## config.mk

```make
export PLATFORM = sky130hd
export DESIGN_NAME = scc_top
export DESIGN_NICKNAME = d
export VERILOG_FILES = /design/src/verilog/scc_pkg.sv /design/src/verilog/scc_activity_det.sv /design/src/verilog/scc_top.sv
export SDC_FILE = /design/constraint.sdc
export NUM_CORES = 1
export LEC_CHECK = 0
export ABC_CLOCK_PERIOD_IN_PS = 7600
export BUFFER_PORTS_ARGS = -buffer_cell sky130_fd_sc_hd__buf_2
export CAP_MARGIN = 10
export CORE_MARGIN = 5
export CORE_UTILIZATION = 59
export CTS_BUF_LIST = sky130_fd_sc_hd__clkbuf_8
export DETAILED_ROUTE_END_ITERATION = 10
export GPL_ROUTABILITY_DRIVEN = 1
export PLACE_DENSITY = 0.82
export SLEW_MARGIN = 20
export SYNTH_ARGS = -nofsm -noshare
export SYNTH_HDL_FRONTEND = slang
export SYNTH_SLANG_ARGS = --single-unit
```

## constraint.sdc

```tcl
create_clock -name CLK -period 7.6 [get_ports CLK]
set_clock_uncertainty 0.05 [all_clocks]
set_input_delay 0.76 -clock CLK [delete_from_list [all_inputs] [get_ports CLK]]
set_output_delay 0.76 -clock CLK [all_outputs]
set_load 0.02 [all_outputs]
```

## src/verilog/scc_pkg.sv

```systemverilog
// Purpose: shared constants and types for the sync, clamp and coast source selection block
// Assumes: pixel clock CLK at 25 MHz; registers reached over the 2-wire serial port
// Notes:
// Functional notes
// hsync output polarity bit 0 positive, 1 negative
// hsync override uses select bit, else auto status
// hsync select 0 dedicated pin, 1 sync-on-green
// both hsync candidates active: select bit decides
// vsync invert bit 0 inverts, 1 passes
// vsync override uses select bit, else auto status
// vsync select 0 input pin, 1 separator
// clamp source 0 internal timing, 1 external pin
// external clamp clamps all three channels while active
// clamp polarity 1 clamps on low pin
// coast source 0 coast pin, 1 active vsync
// coast polarity override 0 automatic, 1 user bit
// coast asserted gates hsync from clock generator
// user coast polarity only applies with override
// seek enable enters seek when no sync activity
// auto hsync status 1 means sync-on-green
// auto vsync status 1 means separator used
// constant-level sync input reports no activity
package scc_pkg;
	localparam logic [7:0] SYNC_CONTROL_OFS = 8'h0E;
	localparam logic [7:0] INPUT_CONTROL_OFS = 8'h0F;
	localparam logic [7:0] SYNC_STATUS_OFS = 8'h14;
	localparam logic [7:0] SYNC_CONTROL_RST = 8'h40;
	localparam logic [7:0] INPUT_CONTROL_RST = 8'h4E;
	// serial port address; value is arbitrary
	localparam logic [6:0] SERIAL_ADDR = 7'h4C;
	localparam int STAT_HS_DET_BIT = 7;
	localparam int STAT_AHS_BIT = 6;
	localparam int STAT_VS_DET_BIT = 4;
	localparam int STAT_AVS_BIT = 3;
	localparam int STAT_SOG_DET_BIT = 1;
	localparam int CLK_HZ = 25000000;
	localparam int ACT_TIMEOUT_US = 100;
	localparam int ACT_TIMEOUT_CYC = (ACT_TIMEOUT_US * (CLK_HZ / 1000000));
	localparam int POL_CNT_W = 12;

	typedef struct packed {
		logic hs_in_pol_ovr;
		logic hs_in_pol;
		logic hs_out_neg;
		logic hs_ovr;
		logic hs_sel_sog;
		logic vs_no_invert;
		logic vs_ovr;
		logic vs_sel_sep;
	} scc_sync_ctrl_t;

	typedef struct packed {
		logic clamp_ext;
		logic clamp_act_low;
		logic coast_from_vs;
		logic coast_pol_ovr;
		logic coast_act_high;
		logic seek_en;
		logic pwr_normal;
		logic spare;
	} scc_input_ctrl_t;

	typedef struct packed {
		logic hs_det;
		logic sog_det;
		logic vs_det;
	} scc_activity_t;
endpackage

```

## src/verilog/scc_activity_det.sv

```systemverilog
// Purpose: reports whether a synchronised sync input is toggling
// Assumes: input already passed a two-stage synchroniser
// Notes: activity times out after TIMEOUT_CYC + 1 cycles with no edge
`timescale 1ns/100ps
module scc_activity_det #(
	parameter int TIMEOUT_CYC = scc_pkg::ACT_TIMEOUT_CYC
) (
	input wire logic clk,
	input wire logic resetn,
	input wire logic ce,
	input wire logic sig,
	output logic active
);
	localparam int CW = $clog2(TIMEOUT_CYC + 1);
	localparam logic [CW-1:0] LIMIT = CW'(TIMEOUT_CYC);

	logic prev_q;
	logic [CW-1:0] idle_cnt_q;

	if (TIMEOUT_CYC < 1)
	begin : g_bad_timeout
		$error("scc_activity_det: TIMEOUT_CYC must be at least 1");
	end

	always_ff @(posedge clk)
	begin
		if (!resetn)
		begin
			// same level as the synchroniser reset, so release shows no false edge
			prev_q <= 1'b1;
			idle_cnt_q <= '0;
			active <= 1'b0;
		end
		else if (ce)
		begin
			prev_q <= sig;
			if (sig != prev_q)
			begin
				idle_cnt_q <= '0;
				active <= 1'b1;
			end
			else if (idle_cnt_q == LIMIT)
				active <= 1'b0;
			else
				idle_cnt_q <= idle_cnt_q + 1'b1;
		end
	end
endmodule

```

## src/verilog/scc_top.sv

```systemverilog
// Purpose: sync source selection, output polarity, clamp and coast source selection, seek mode
// Assumes: pin inputs are asynchronous; INT_CLAMP_IN comes from CLK-domain clamp counters
// Notes: registers reached over the 2-wire serial port, subaddress auto-increments
`timescale 1ns/100ps
module scc_top #(
	parameter logic [6:0] DEV_ADDR = scc_pkg::SERIAL_ADDR,
	parameter int ACT_TIMEOUT = scc_pkg::ACT_TIMEOUT_CYC
) (
	input wire logic CLK,
	input wire logic RESETN,
	input wire logic CE,
	input wire logic SCL_IN,
	input wire logic SDA_IN,
	output logic SDA_OUT,
	output logic SDA_OE,
	input wire logic HSYNC_IN,
	input wire logic SOG_IN,
	input wire logic VSYNC_IN,
	input wire logic SEP_VSYNC_IN,
	input wire logic CLAMP_IN,
	input wire logic COAST_IN,
	input wire logic INT_CLAMP_IN,
	output logic HSYNC_OUT,
	output logic VSYNC_OUT,
	output logic PLL_HSYNC_OUT,
	output logic COAST_OUT,
	output logic CLAMP_OUT,
	output logic SEEK_MODE_OUT,
	output logic PWR_NORMAL_OUT
);
	typedef enum logic [8:0] {
		ST_IDLE = 9'h001,
		ST_ADDR = 9'h002,
		ST_ADDR_ACK = 9'h004,
		ST_SUB = 9'h008,
		ST_SUB_ACK = 9'h010,
		ST_WDATA = 9'h020,
		ST_WDATA_ACK = 9'h040,
		ST_RDATA = 9'h080,
		ST_RDATA_ACK = 9'h100
	} scc_state_t;

	if (ACT_TIMEOUT < 1)
	begin : g_bad_timeout
		$error("scc_top: ACT_TIMEOUT must be at least 1");
	end

	// two-stage synchronisers for every pin
	localparam int NPIN = 8;
	logic [NPIN-1:0] pin_raw;
	logic [NPIN-1:0] pin_m_q;
	logic [NPIN-1:0] pin_s_q;
	assign pin_raw = {SCL_IN, SDA_IN, HSYNC_IN, SOG_IN, VSYNC_IN, SEP_VSYNC_IN, CLAMP_IN, COAST_IN};

	always_ff @(posedge CLK)
	begin
		if (!RESETN)
		begin
			pin_m_q <= {NPIN{1'b1}};
			pin_s_q <= {NPIN{1'b1}};
		end
		else if (CE)
		begin
			pin_m_q <= pin_raw;
			pin_s_q <= pin_m_q;
		end
	end

	logic scl_s, sda_s, hs_s, sog_s, vs_s, sep_s, clamp_s, coast_s;
	assign {scl_s, sda_s, hs_s, sog_s, vs_s, sep_s, clamp_s, coast_s} = pin_s_q;

	// serial port edge and condition detection
	logic scl_d_q;
	logic sda_d_q;
	logic scl_rise, scl_fall, bus_start, bus_stop;

	always_ff @(posedge CLK)
	begin
		if (!RESETN)
		begin
			scl_d_q <= 1'b1;
			sda_d_q <= 1'b1;
		end
		else if (CE)
		begin
			scl_d_q <= scl_s;
			sda_d_q <= sda_s;
		end
	end

	assign scl_rise = scl_s & ~scl_d_q;
	assign scl_fall = ~scl_s & scl_d_q;
	assign bus_start = scl_s & scl_d_q & sda_d_q & ~sda_s;
	assign bus_stop = scl_s & scl_d_q & ~sda_d_q & sda_s;

	scc_state_t state_q;
	logic [7:0] shreg_q;
	logic [3:0] bit_cnt_q;
	logic [7:0] sub_q;
	logic sda_oe_q;
	logic [7:0] rd_data;
	logic wr_en;

	scc_pkg::scc_sync_ctrl_t sync_ctrl_q;
	scc_pkg::scc_input_ctrl_t input_ctrl_q;
	scc_pkg::scc_activity_t act;
	logic auto_hsync_source;
	logic auto_vsync_source;

	always_comb
	begin
		rd_data = 8'h00;
		unique case (sub_q)
			scc_pkg::SYNC_CONTROL_OFS: rd_data = sync_ctrl_q;
			scc_pkg::INPUT_CONTROL_OFS: rd_data = input_ctrl_q;
			scc_pkg::SYNC_STATUS_OFS:
			begin
				rd_data[scc_pkg::STAT_HS_DET_BIT] = act.hs_det;
				rd_data[scc_pkg::STAT_AHS_BIT] = auto_hsync_source;
				rd_data[scc_pkg::STAT_VS_DET_BIT] = act.vs_det;
				rd_data[scc_pkg::STAT_AVS_BIT] = auto_vsync_source;
				rd_data[scc_pkg::STAT_SOG_DET_BIT] = act.sog_det;
			end
			default: rd_data = 8'h00;
		endcase
	end

	assign wr_en = (state_q == ST_WDATA) && scl_fall && (bit_cnt_q == 4'h8);

	// serial port slave sequencing
	always_ff @(posedge CLK)
	begin
		if (!RESETN)
		begin
			state_q <= ST_IDLE;
			shreg_q <= 8'h00;
			bit_cnt_q <= 4'h0;
			sub_q <= 8'h00;
			sda_oe_q <= 1'b0;
		end
		else if (CE)
		begin
			if (bus_start)
			begin
				state_q <= ST_ADDR;
				bit_cnt_q <= 4'h0;
				sda_oe_q <= 1'b0;
			end
			else if (bus_stop)
			begin
				state_q <= ST_IDLE;
				sda_oe_q <= 1'b0;
			end
			else
			begin
				unique case (state_q)
					ST_IDLE:
					begin
						sda_oe_q <= 1'b0;
					end
					ST_ADDR, ST_SUB, ST_WDATA:
					begin
						if (scl_rise && bit_cnt_q != 4'h8)
						begin
							shreg_q <= {shreg_q[6:0], sda_s};
							bit_cnt_q <= bit_cnt_q + 4'h1;
						end
						else if (scl_fall && bit_cnt_q == 4'h8)
						begin
							bit_cnt_q <= 4'h0;
							sda_oe_q <= 1'b1;
							if (state_q == ST_ADDR)
							begin
								if (shreg_q[7:1] == DEV_ADDR)
									state_q <= ST_ADDR_ACK;
								else
								begin
									state_q <= ST_IDLE;
									sda_oe_q <= 1'b0;
								end
							end
							else if (state_q == ST_SUB)
							begin
								sub_q <= shreg_q;
								state_q <= ST_SUB_ACK;
							end
							else
							begin
								sub_q <= sub_q + 8'h01;
								state_q <= ST_WDATA_ACK;
							end
						end
					end
					ST_ADDR_ACK:
					begin
						if (scl_fall)
						begin
							if (shreg_q[0])
							begin
								// read: first data bit goes out on the ack release edge
								shreg_q <= rd_data;
								sda_oe_q <= ~rd_data[7];
								state_q <= ST_RDATA;
							end
							else
							begin
								sda_oe_q <= 1'b0;
								state_q <= ST_SUB;
							end
						end
					end
					ST_SUB_ACK, ST_WDATA_ACK:
					begin
						if (scl_fall)
						begin
							sda_oe_q <= 1'b0;
							state_q <= ST_WDATA;
						end
					end
					ST_RDATA:
					begin
						if (scl_rise)
							bit_cnt_q <= bit_cnt_q + 4'h1;
						else if (scl_fall)
						begin
							if (bit_cnt_q == 4'h8)
							begin
								bit_cnt_q <= 4'h0;
								sda_oe_q <= 1'b0;
								state_q <= ST_RDATA_ACK;
							end
							else
							begin
								shreg_q <= {shreg_q[6:0], 1'b0};
								sda_oe_q <= ~shreg_q[6];
							end
						end
					end
					ST_RDATA_ACK:
					begin
						if (scl_rise)
						begin
							if (sda_s)
								state_q <= ST_IDLE;
							else
								sub_q <= sub_q + 8'h01;
						end
						else if (scl_fall)
						begin
							shreg_q <= rd_data;
							sda_oe_q <= ~rd_data[7];
							state_q <= ST_RDATA;
						end
					end
				endcase
			end
		end
	end

	// control registers
	always_ff @(posedge CLK)
	begin
		if (!RESETN)
		begin
			sync_ctrl_q <= scc_pkg::SYNC_CONTROL_RST;
			input_ctrl_q <= scc_pkg::INPUT_CONTROL_RST;
		end
		else if (CE && wr_en)
		begin
			if (sub_q == scc_pkg::SYNC_CONTROL_OFS)
				sync_ctrl_q <= shreg_q;
			if (sub_q == scc_pkg::INPUT_CONTROL_OFS)
				input_ctrl_q <= shreg_q;
		end
	end

	// activity detection on hsync, sync-on-green and vsync; none on the separator
	logic [2:0] det_in;
	logic [2:0] det_out;
	assign det_in = {hs_s, sog_s, vs_s};
	assign act = det_out;

	genvar gi;
	generate
		for (gi = 0; gi < 3; gi++)
		begin : g_det
			scc_activity_det #(
				.TIMEOUT_CYC(ACT_TIMEOUT)
			) u_det (
				.clk(CLK),
				.resetn(RESETN),
				.ce(CE),
				.sig(det_in[gi]),
				.active(det_out[gi])
			);
		end
	endgenerate

	// source selection
	always_comb
	begin
		if (sync_ctrl_q.hs_ovr)
			auto_hsync_source = sync_ctrl_q.hs_sel_sog;
		else if (act.hs_det != act.sog_det)
			auto_hsync_source = act.sog_det;
		else
			auto_hsync_source = sync_ctrl_q.hs_sel_sog;
	end

	always_comb
	begin
		if (sync_ctrl_q.vs_ovr)
			auto_vsync_source = sync_ctrl_q.vs_sel_sep;
		else if (act.vs_det != act.sog_det)
			auto_vsync_source = act.sog_det;
		else
			auto_vsync_source = sync_ctrl_q.vs_sel_sep;
	end

	logic act_hs, act_vs, coast_src;
	assign act_hs = auto_hsync_source ? sog_s : hs_s;
	assign act_vs = auto_vsync_source ? sep_s : vs_s;
	assign coast_src = input_ctrl_q.coast_from_vs ? act_vs : coast_s;

	// automatic coast polarity: the rarer level is taken as the asserted one
	logic signed [scc_pkg::POL_CNT_W-1:0] pol_cnt_q;
	localparam logic signed [scc_pkg::POL_CNT_W-1:0] POL_MAX = {1'b0, {(scc_pkg::POL_CNT_W-1){1'b1}}};
	localparam logic signed [scc_pkg::POL_CNT_W-1:0] POL_MIN = {1'b1, {(scc_pkg::POL_CNT_W-1){1'b0}}};
	// full-width step: a one-bit signed one would read as minus one
	localparam logic signed [scc_pkg::POL_CNT_W-1:0] POL_ONE = {{(scc_pkg::POL_CNT_W-1){1'b0}}, 1'b1};

	always_ff @(posedge CLK)
	begin
		if (!RESETN)
			pol_cnt_q <= '0;
		else if (CE)
		begin
			if (coast_src && pol_cnt_q != POL_MAX)
				pol_cnt_q <= pol_cnt_q + POL_ONE;
			else if (!coast_src && pol_cnt_q != POL_MIN)
				pol_cnt_q <= pol_cnt_q - POL_ONE;
		end
	end

	logic coast_level, coast_active, ext_clamp;
	// ties go to active high, the reset default
	assign coast_level = input_ctrl_q.coast_pol_ovr ? input_ctrl_q.coast_act_high : (pol_cnt_q <= 0);
	assign coast_active = (coast_src == coast_level);
	assign ext_clamp = input_ctrl_q.clamp_act_low ? ~clamp_s : clamp_s;

	// registered outputs
	always_ff @(posedge CLK)
	begin
		if (!RESETN)
		begin
			HSYNC_OUT <= 1'b0;
			VSYNC_OUT <= 1'b1;
			PLL_HSYNC_OUT <= 1'b0;
			COAST_OUT <= 1'b0;
			CLAMP_OUT <= 1'b0;
			SEEK_MODE_OUT <= 1'b0;
			PWR_NORMAL_OUT <= 1'b1;
			SDA_OUT <= 1'b0;
			SDA_OE <= 1'b0;
		end
		else if (CE)
		begin
			HSYNC_OUT <= act_hs ^ sync_ctrl_q.hs_out_neg;
			VSYNC_OUT <= act_vs ^ ~sync_ctrl_q.vs_no_invert;
			// hsync held low to the clock generator while coasting
			PLL_HSYNC_OUT <= act_hs & ~coast_active;
			COAST_OUT <= coast_active;
			// one clamp strobe serves all three channels
			CLAMP_OUT <= input_ctrl_q.clamp_ext ? ext_clamp : INT_CLAMP_IN;
			SEEK_MODE_OUT <= input_ctrl_q.seek_en & ~(act.hs_det | act.sog_det | act.vs_det);
			PWR_NORMAL_OUT <= input_ctrl_q.pwr_normal;
			SDA_OUT <= 1'b0;
			SDA_OE <= sda_oe_q;
		end
	end
endmodule
```

# == Word level (Yosys, flattened, before mapping) ==
# Cells that the tools add are included.
# totals
register_bits,126
word_cells,253
# op_classes
addsub,7
order_cmp,1
eq_ne,57
muxes,86
n_bitwise,25
reduce_logical,33
# ops
operator,n
two-way mux 8 bit,15
two-way mux 9 bit,13
two-way mux 12 bit,8
"!= test 4 bit, second input constant",13
one-hot mux 9 bit (5 select lines),1
"adder 12 x 1 -> 12 bit, second input constant",3
"== test 12 bit, second input constant",3
one-hot mux 8 bit (4 select lines),1
two-way mux 1 bit,30
two-way mux 4 bit,7
"!= test 2 bit, second input constant",14
"!= test 12 bit, second input constant",2
AND reduction 11 bit,2
AND reduction 2 bit,9
AND reduction 9 bit,2
"== test 8 x 4 -> 1 bit, second input constant",2
one-hot mux 8 bit (2 select lines),1
"adder 12 x 2 -> 12 bit, second input constant",1
"<= comparator 12 x 1 -> 1 bit, second input constant",1
NOT 1 bit,12
one-hot mux 2 bit (3 select lines),2
AND reduction 12 bit,1
"subtractor 12 x 2 -> 12 bit, second input constant",1
"!= test 5 bit, second input constant",2
35 further kinds,63

# == Depth between registers and ports, before layout ==
# logic_depth
ltp_word,10
mapped_depth,14
ltp_nobuf,14

# == Cells and area by module ==
# A second synthesis with hierarchy kept.
# hier_totals
cells_unflattened,876
area_unflattened_um2,7448.4
# by_module_without_submodules
module,instances,cells_per_inst,area_per_inst_um2,seq_area_each_um2
scc_top,1,591,5046.1,1681.6
scc_activity_det,3,95,800.8,280.3

# == Least setup slack after synthesis ==
# Ideal clock, no wire load.
# synth_path
path_type,reg-to-reg
from,register sync_ctrl_q[0] (netlist bit)
to,register pol_cnt_q[11] (netlist bit)
setup_ns,0.070
arrival_ns,3.002
setup_slack_ns,4.478
stages_incl_launch_ff,14
n_path_buf,0
period_less_slack_ns,3.122
cell_sequence,dfxtp_1 o21bai_1 a22oi_1 mux2i_1 mux2i_1 nand2b_1 ha_1 o211ai_1 o211ai_1 o2111ai_1 a311oi_1 mux2_2 a21o_1 a21oi_1
# synth_via
elab_chain_len,8
word_cells_on_any_way,10
# synth_lines
element,line,source
from (decl),scc_top.sv:104,scc_pkg::scc_sync_ctrl_t sync_ctrl_q;
from (signal assigned),scc_top.sv:265,sync_ctrl_q <= scc_pkg::SYNC_CONTROL_RST;
from (signal assigned),scc_top.sv:271,sync_ctrl_q <= shreg_q;
two-way mux 1 bit,scc_top.sv:314,else if (act.vs_det != act.sog_det)
two-way mux 1 bit (*),scc_top.sv:312,if (sync_ctrl_q.vs_ovr)
two-way mux 1 bit (*),scc_top.sv:322,assign act_vs = auto_vsync_source ? sep_s : vs_s;
two-way mux 1 bit (*),scc_top.sv:323,assign coast_src = input_ctrl_q.coast_from_vs ? act_vs : coast_s;
zero test 1 bit,scc_top.sv:340,else if (!coast_src && pol_cnt_q != POL_MIN)
logical AND 1 bit,scc_top.sv:340,
nonzero test 2 bit (no line),-,
AND reduction 2 bit (no line),-,
to (signal assigned),scc_top.sv:339,pol_cnt_q <= pol_cnt_q + POL_ONE;
to (signal assigned),scc_top.sv:341,pol_cnt_q <= pol_cnt_q - POL_ONE;
to (decl),scc_top.sv:326,logic signed [scc_pkg::POL_CNT_W-1:0] pol_cnt_q;
# Every way passes the cells marked *; elsewhere a longest branch is shown, timed or not.
# A chain may end at the register's enable or synchronous reset.

# == Worst setup path in the final report ==
# Ends and elaborated chain as after synthesis.

==> run_results.csv <==
group,metric,value,unit
floorplanning,chipWidth,117.5,um
logic_synthesis,yosysUniqueCellTypes,70,
power,combPwrFrac,9.5,%
cts,cts_root_buffer,"clkbuf_8",
floorplanning,rows,39,
floorplanning,start_util,59.96,%
sta,setup_tns,0,ns
logic_synthesis,syn-instance-count,823,
sta,tightestPinTransition,0.9531,ns
floorplanning,die_h,117.5,um
placed_design,dp_hpwl,11050,um
floorplanning,die_area,13810,um^2
setup_path,reg2reg_to,"pol_cnt_q[11]$_SDFFE_PN0P_",
logic_synthesis,seq_area_frac_synth,37.00,%
power,p_per_area,198.3,nW/um^2
global_route,grt_pass1_wl,27760,um
global_route,grt_pass1_vias,5850,
global_route,grt.overflow.total,0,
final_layout,area_growth,8.240,%
final_layout,largest-register,"g_det.u_det.idle_cnt_q",
setup_path,cp-end-kind,"register",
routing,drc_errors,0,
logic_synthesis,ys_ff_latch,126,
power,p_sw_share,26.83,%
placed_design,place.gp.congestion,0.9570,
sta,whs,0.4209,ns
routing,via_count,6018,
logic_synthesis,synthesis.nets,861,
setup_path,r2r_slack,4.00,ns
routing,vias_per_cell,6.128,
final_layout,largest_reg_flops,36,
final_layout,layout_commonest_cell,"dfxtp_1",
placed_design,dpl.cell_count,950,
global_route,grt_max_degree,57,
final_layout,fin_nets,864,
setup_path,crit_start,"sync_ctrl_q[0]$_SDFFE_PN0P_",
setup_path,crit_required,7.93,ns
cts,cts_setup_buffers,0,
setup_path,reg2reg_from,"sync_ctrl_q[0]$_SDFFE_PN0P_",
logic_synthesis,ys.flop_type,"dfxtp_1",
global_route,antenna_found_initial,0,
cts,cts_hold_buf,0,
routing,wl,15960,um
routing,drtIter0Drc,387,
final_layout,final_cell_mix,"126 x dfxtp_1, 96 x nand2_1, 89 x nor2_1",
sta,finalHoldViolations,0,
floorplanning,io_pins,21,
final_layout,drive_above_1_share,8.224,%
final_layout,antenna_cells,0,
logic_synthesis,synth_area,6818,um^2
sta,relSlewSlack,36.11,%
routing,wl_per_cell,16.25,um
power,power_frac_seq,47.6,%
floorplanning,core-area,11370,um^2
sta,min_period,3.599,ns
power,p_switching,392.6,uW
logic_synthesis,synth_warnings,0,
sta,fin_crit_sh,47.36,%
setup_path,criticalPathCategory,"register to register",
cts,clk_latency,0.46,ns
sta,finalSetupViolCount,0,
logic_synthesis,avgSynthCellArea,8.284,um^2
setup_path,cp.arrival,3.93,ns
routing,dr.pass1.iters,5,
setup_path,start_kind,"register",
power,p_leak,0.002820,uW
logic_synthesis,synth-edff-count,0,
power,p_int,1071,uW
outcome,status,"finished clean",
cts,ctsResizeCount,0,
power,clock_power_share,42.9,%
run,maxCapViolations,0,
setup_path,worstPathMaxFanout,11,
final_layout,instances_no_fill,982,
final_layout,top_regs,"g_det.u_det.idle_cnt_q (36), pol_cnt_q (12), state_q (9)",
sta,rsz0062_at_grt,"false",
min_path,min_from,"SEEK_MODE_OUT$_SDFFE_PN0P_",
logic_synthesis,async_flop_share,0,%
sta,timing.fmax,277.8,MHz
power,ir_drop,0.1741,mV
cts,cts_tree,"yes",
cts,cts_buffers,17,
cts,cts.sinks,126,
min_path,hp-class,"register to register",
placed_design,portBuffers,19,
sta,drv_slew,0,
global_route,track_usage,23.71,%
setup_path,critPathCapture,"pol_cnt_q[11]$_SDFFE_PN0P_",
setup_path,reg2reg_depth,13,
final_layout,final.fill_count,904,
cts,cts_buffer_depth,2,
cts,htree_num_levels,4,
routing,ant_nets,0,
cts,clkTransAtPathRegs,0.07,ns
-- cell usage after synthesis (all sizes together) (3+ instances only) --
cell type  count  area [um^2]
nor4           5        46.29
ha            25        312.8
a221oi         6        52.55
inv           40        150.1
nand4         13        81.33
and2           4        25.02
nand3         36        180.2
nand2         96        360.4
nor2          89        334.1
a21o           3        22.52
a21oi         42        214.0
o21a           4        30.03
buf           16        90.08
o31ai          9        67.56
a31oi          5        31.28
a22oi          9        67.56
clkbuf        24        90.09
nand3b         3        22.52
nor2b          6        37.54
o211ai         8        60.06
a211oi        12        95.09
xor2          27        236.5
a22o           3        26.28
o2111ai        5        43.79
o21ai         39        198.9
dfxtp        126         2522
nor3          17        95.09
nor4b          5        50.04
nor3b          5        37.54
or3            7        43.79
and3          13        81.33
mux2i         50        500.5
o32ai          4        35.03
nand2b         8        50.05
o22ai          5        31.28
xnor2         22        192.7
and4           3        26.28
-- worst max-delay path: stages, from the launching register on --
cell and delay [ns]:
dfxtp_1 0.34, o21bai_1 0.16, a22oi_1 0.31, mux2i_1 0.35, mux2i_1 0.16, nand2b_1 0.37
ha_1 0.33, o211ai_1 0.13, o211ai_1 0.19, o2111ai_1 0.16, a311oi_1 0.30, mux2_2 0.39
a21o_1 0.18, a21oi_1 0.11
-- power by group through the flow --
stage	registers (uW)	logic [uW]	clock network (uW)
final	697	139	628
after global routing	698	156	670
after CTS	696	138	638
after detailed placement	711	137	0
after global placement	710	130	0
after floorplan	709	104	0
-- layer usage --
layer	wire, um	share of wire (%)	global-route usage (%)	vias to the layer above
li1	-	-	-	2926
met1	6777	42	29.93	2834
met2	7849	49	39.36	211
met3	952	6.0	5.190	47
met4	379	2.4	9.462	0
met5	0	0	0	-
-- per-stage QoR --
stage | worst slack [ns] | total power, uW | util (%) | area, um^2
5_1_grt | 3.736 | 1524 | 64.91 | 7380
3_5_place_dp | 4.048 | 847.7 | 61.12 | 6949
4_1_cts | 4.037 | 1472 | 64.91 | 7380
6_report | 4.001 | 1463 | 64.91 | 7380
3_3_place_gp | 4.222 | 840.0 | 61.12 | 6949
2_1_floorplan | 4.478 | 813.1 | - | 6818
-- worst min-delay path by stage --
stage,to,slack [ns],depth (start not counted)
2_1_floorplan,sda_oe_q$_SDFFE_PN0P_,0.39,2
3_3_place_gp,pin_m_q[7]$_SDFFE_PN1P_,0.41,2
5_1_grt,SEEK_MODE_OUT$_SDFFE_PN0P_,0.44,2
3_5_place_dp,pin_m_q[1]$_SDFFE_PN1P_,0.41,2
4_1_cts,SEEK_MODE_OUT$_SDFFE_PN0P_,0.43,2
6_report,SEEK_MODE_OUT$_SDFFE_PN0P_,0.42,2
-- cell families (layout without fill, tap and decap cells) --
group	after synthesis	count (layout)	share of synthesized area [%]
adder cells (fa/ha/maj)	26	26	4.882
flip-flops	126	126	37.00
multiplexers	52	52	7.671
AND/OR/NAND/NOR	319	319	22.76
buffers and inverters	80	96	4.845
AO/OA/AOI/OAI	170	170	16.50
XOR/XNOR	49	49	6.295
other	1	1	0.05500
-- final cells by class --
cell class / instances / area, um^2 / area share (%)
clock buffer: 18 / 247.7 / 3.357
inverter: 40 / 150.1 / 2.035
timing repair buffer: 24 / 132.6 / 1.797
sequential: 126 / 2522 / 34.18
tap: 143 / 178.9 / 2.425
multi-input combinational: 617 / 3965 / 53.73
clock inverter: 14 / 182.7 / 2.475
No activity file was read; power rests on OpenSTA's default activity.
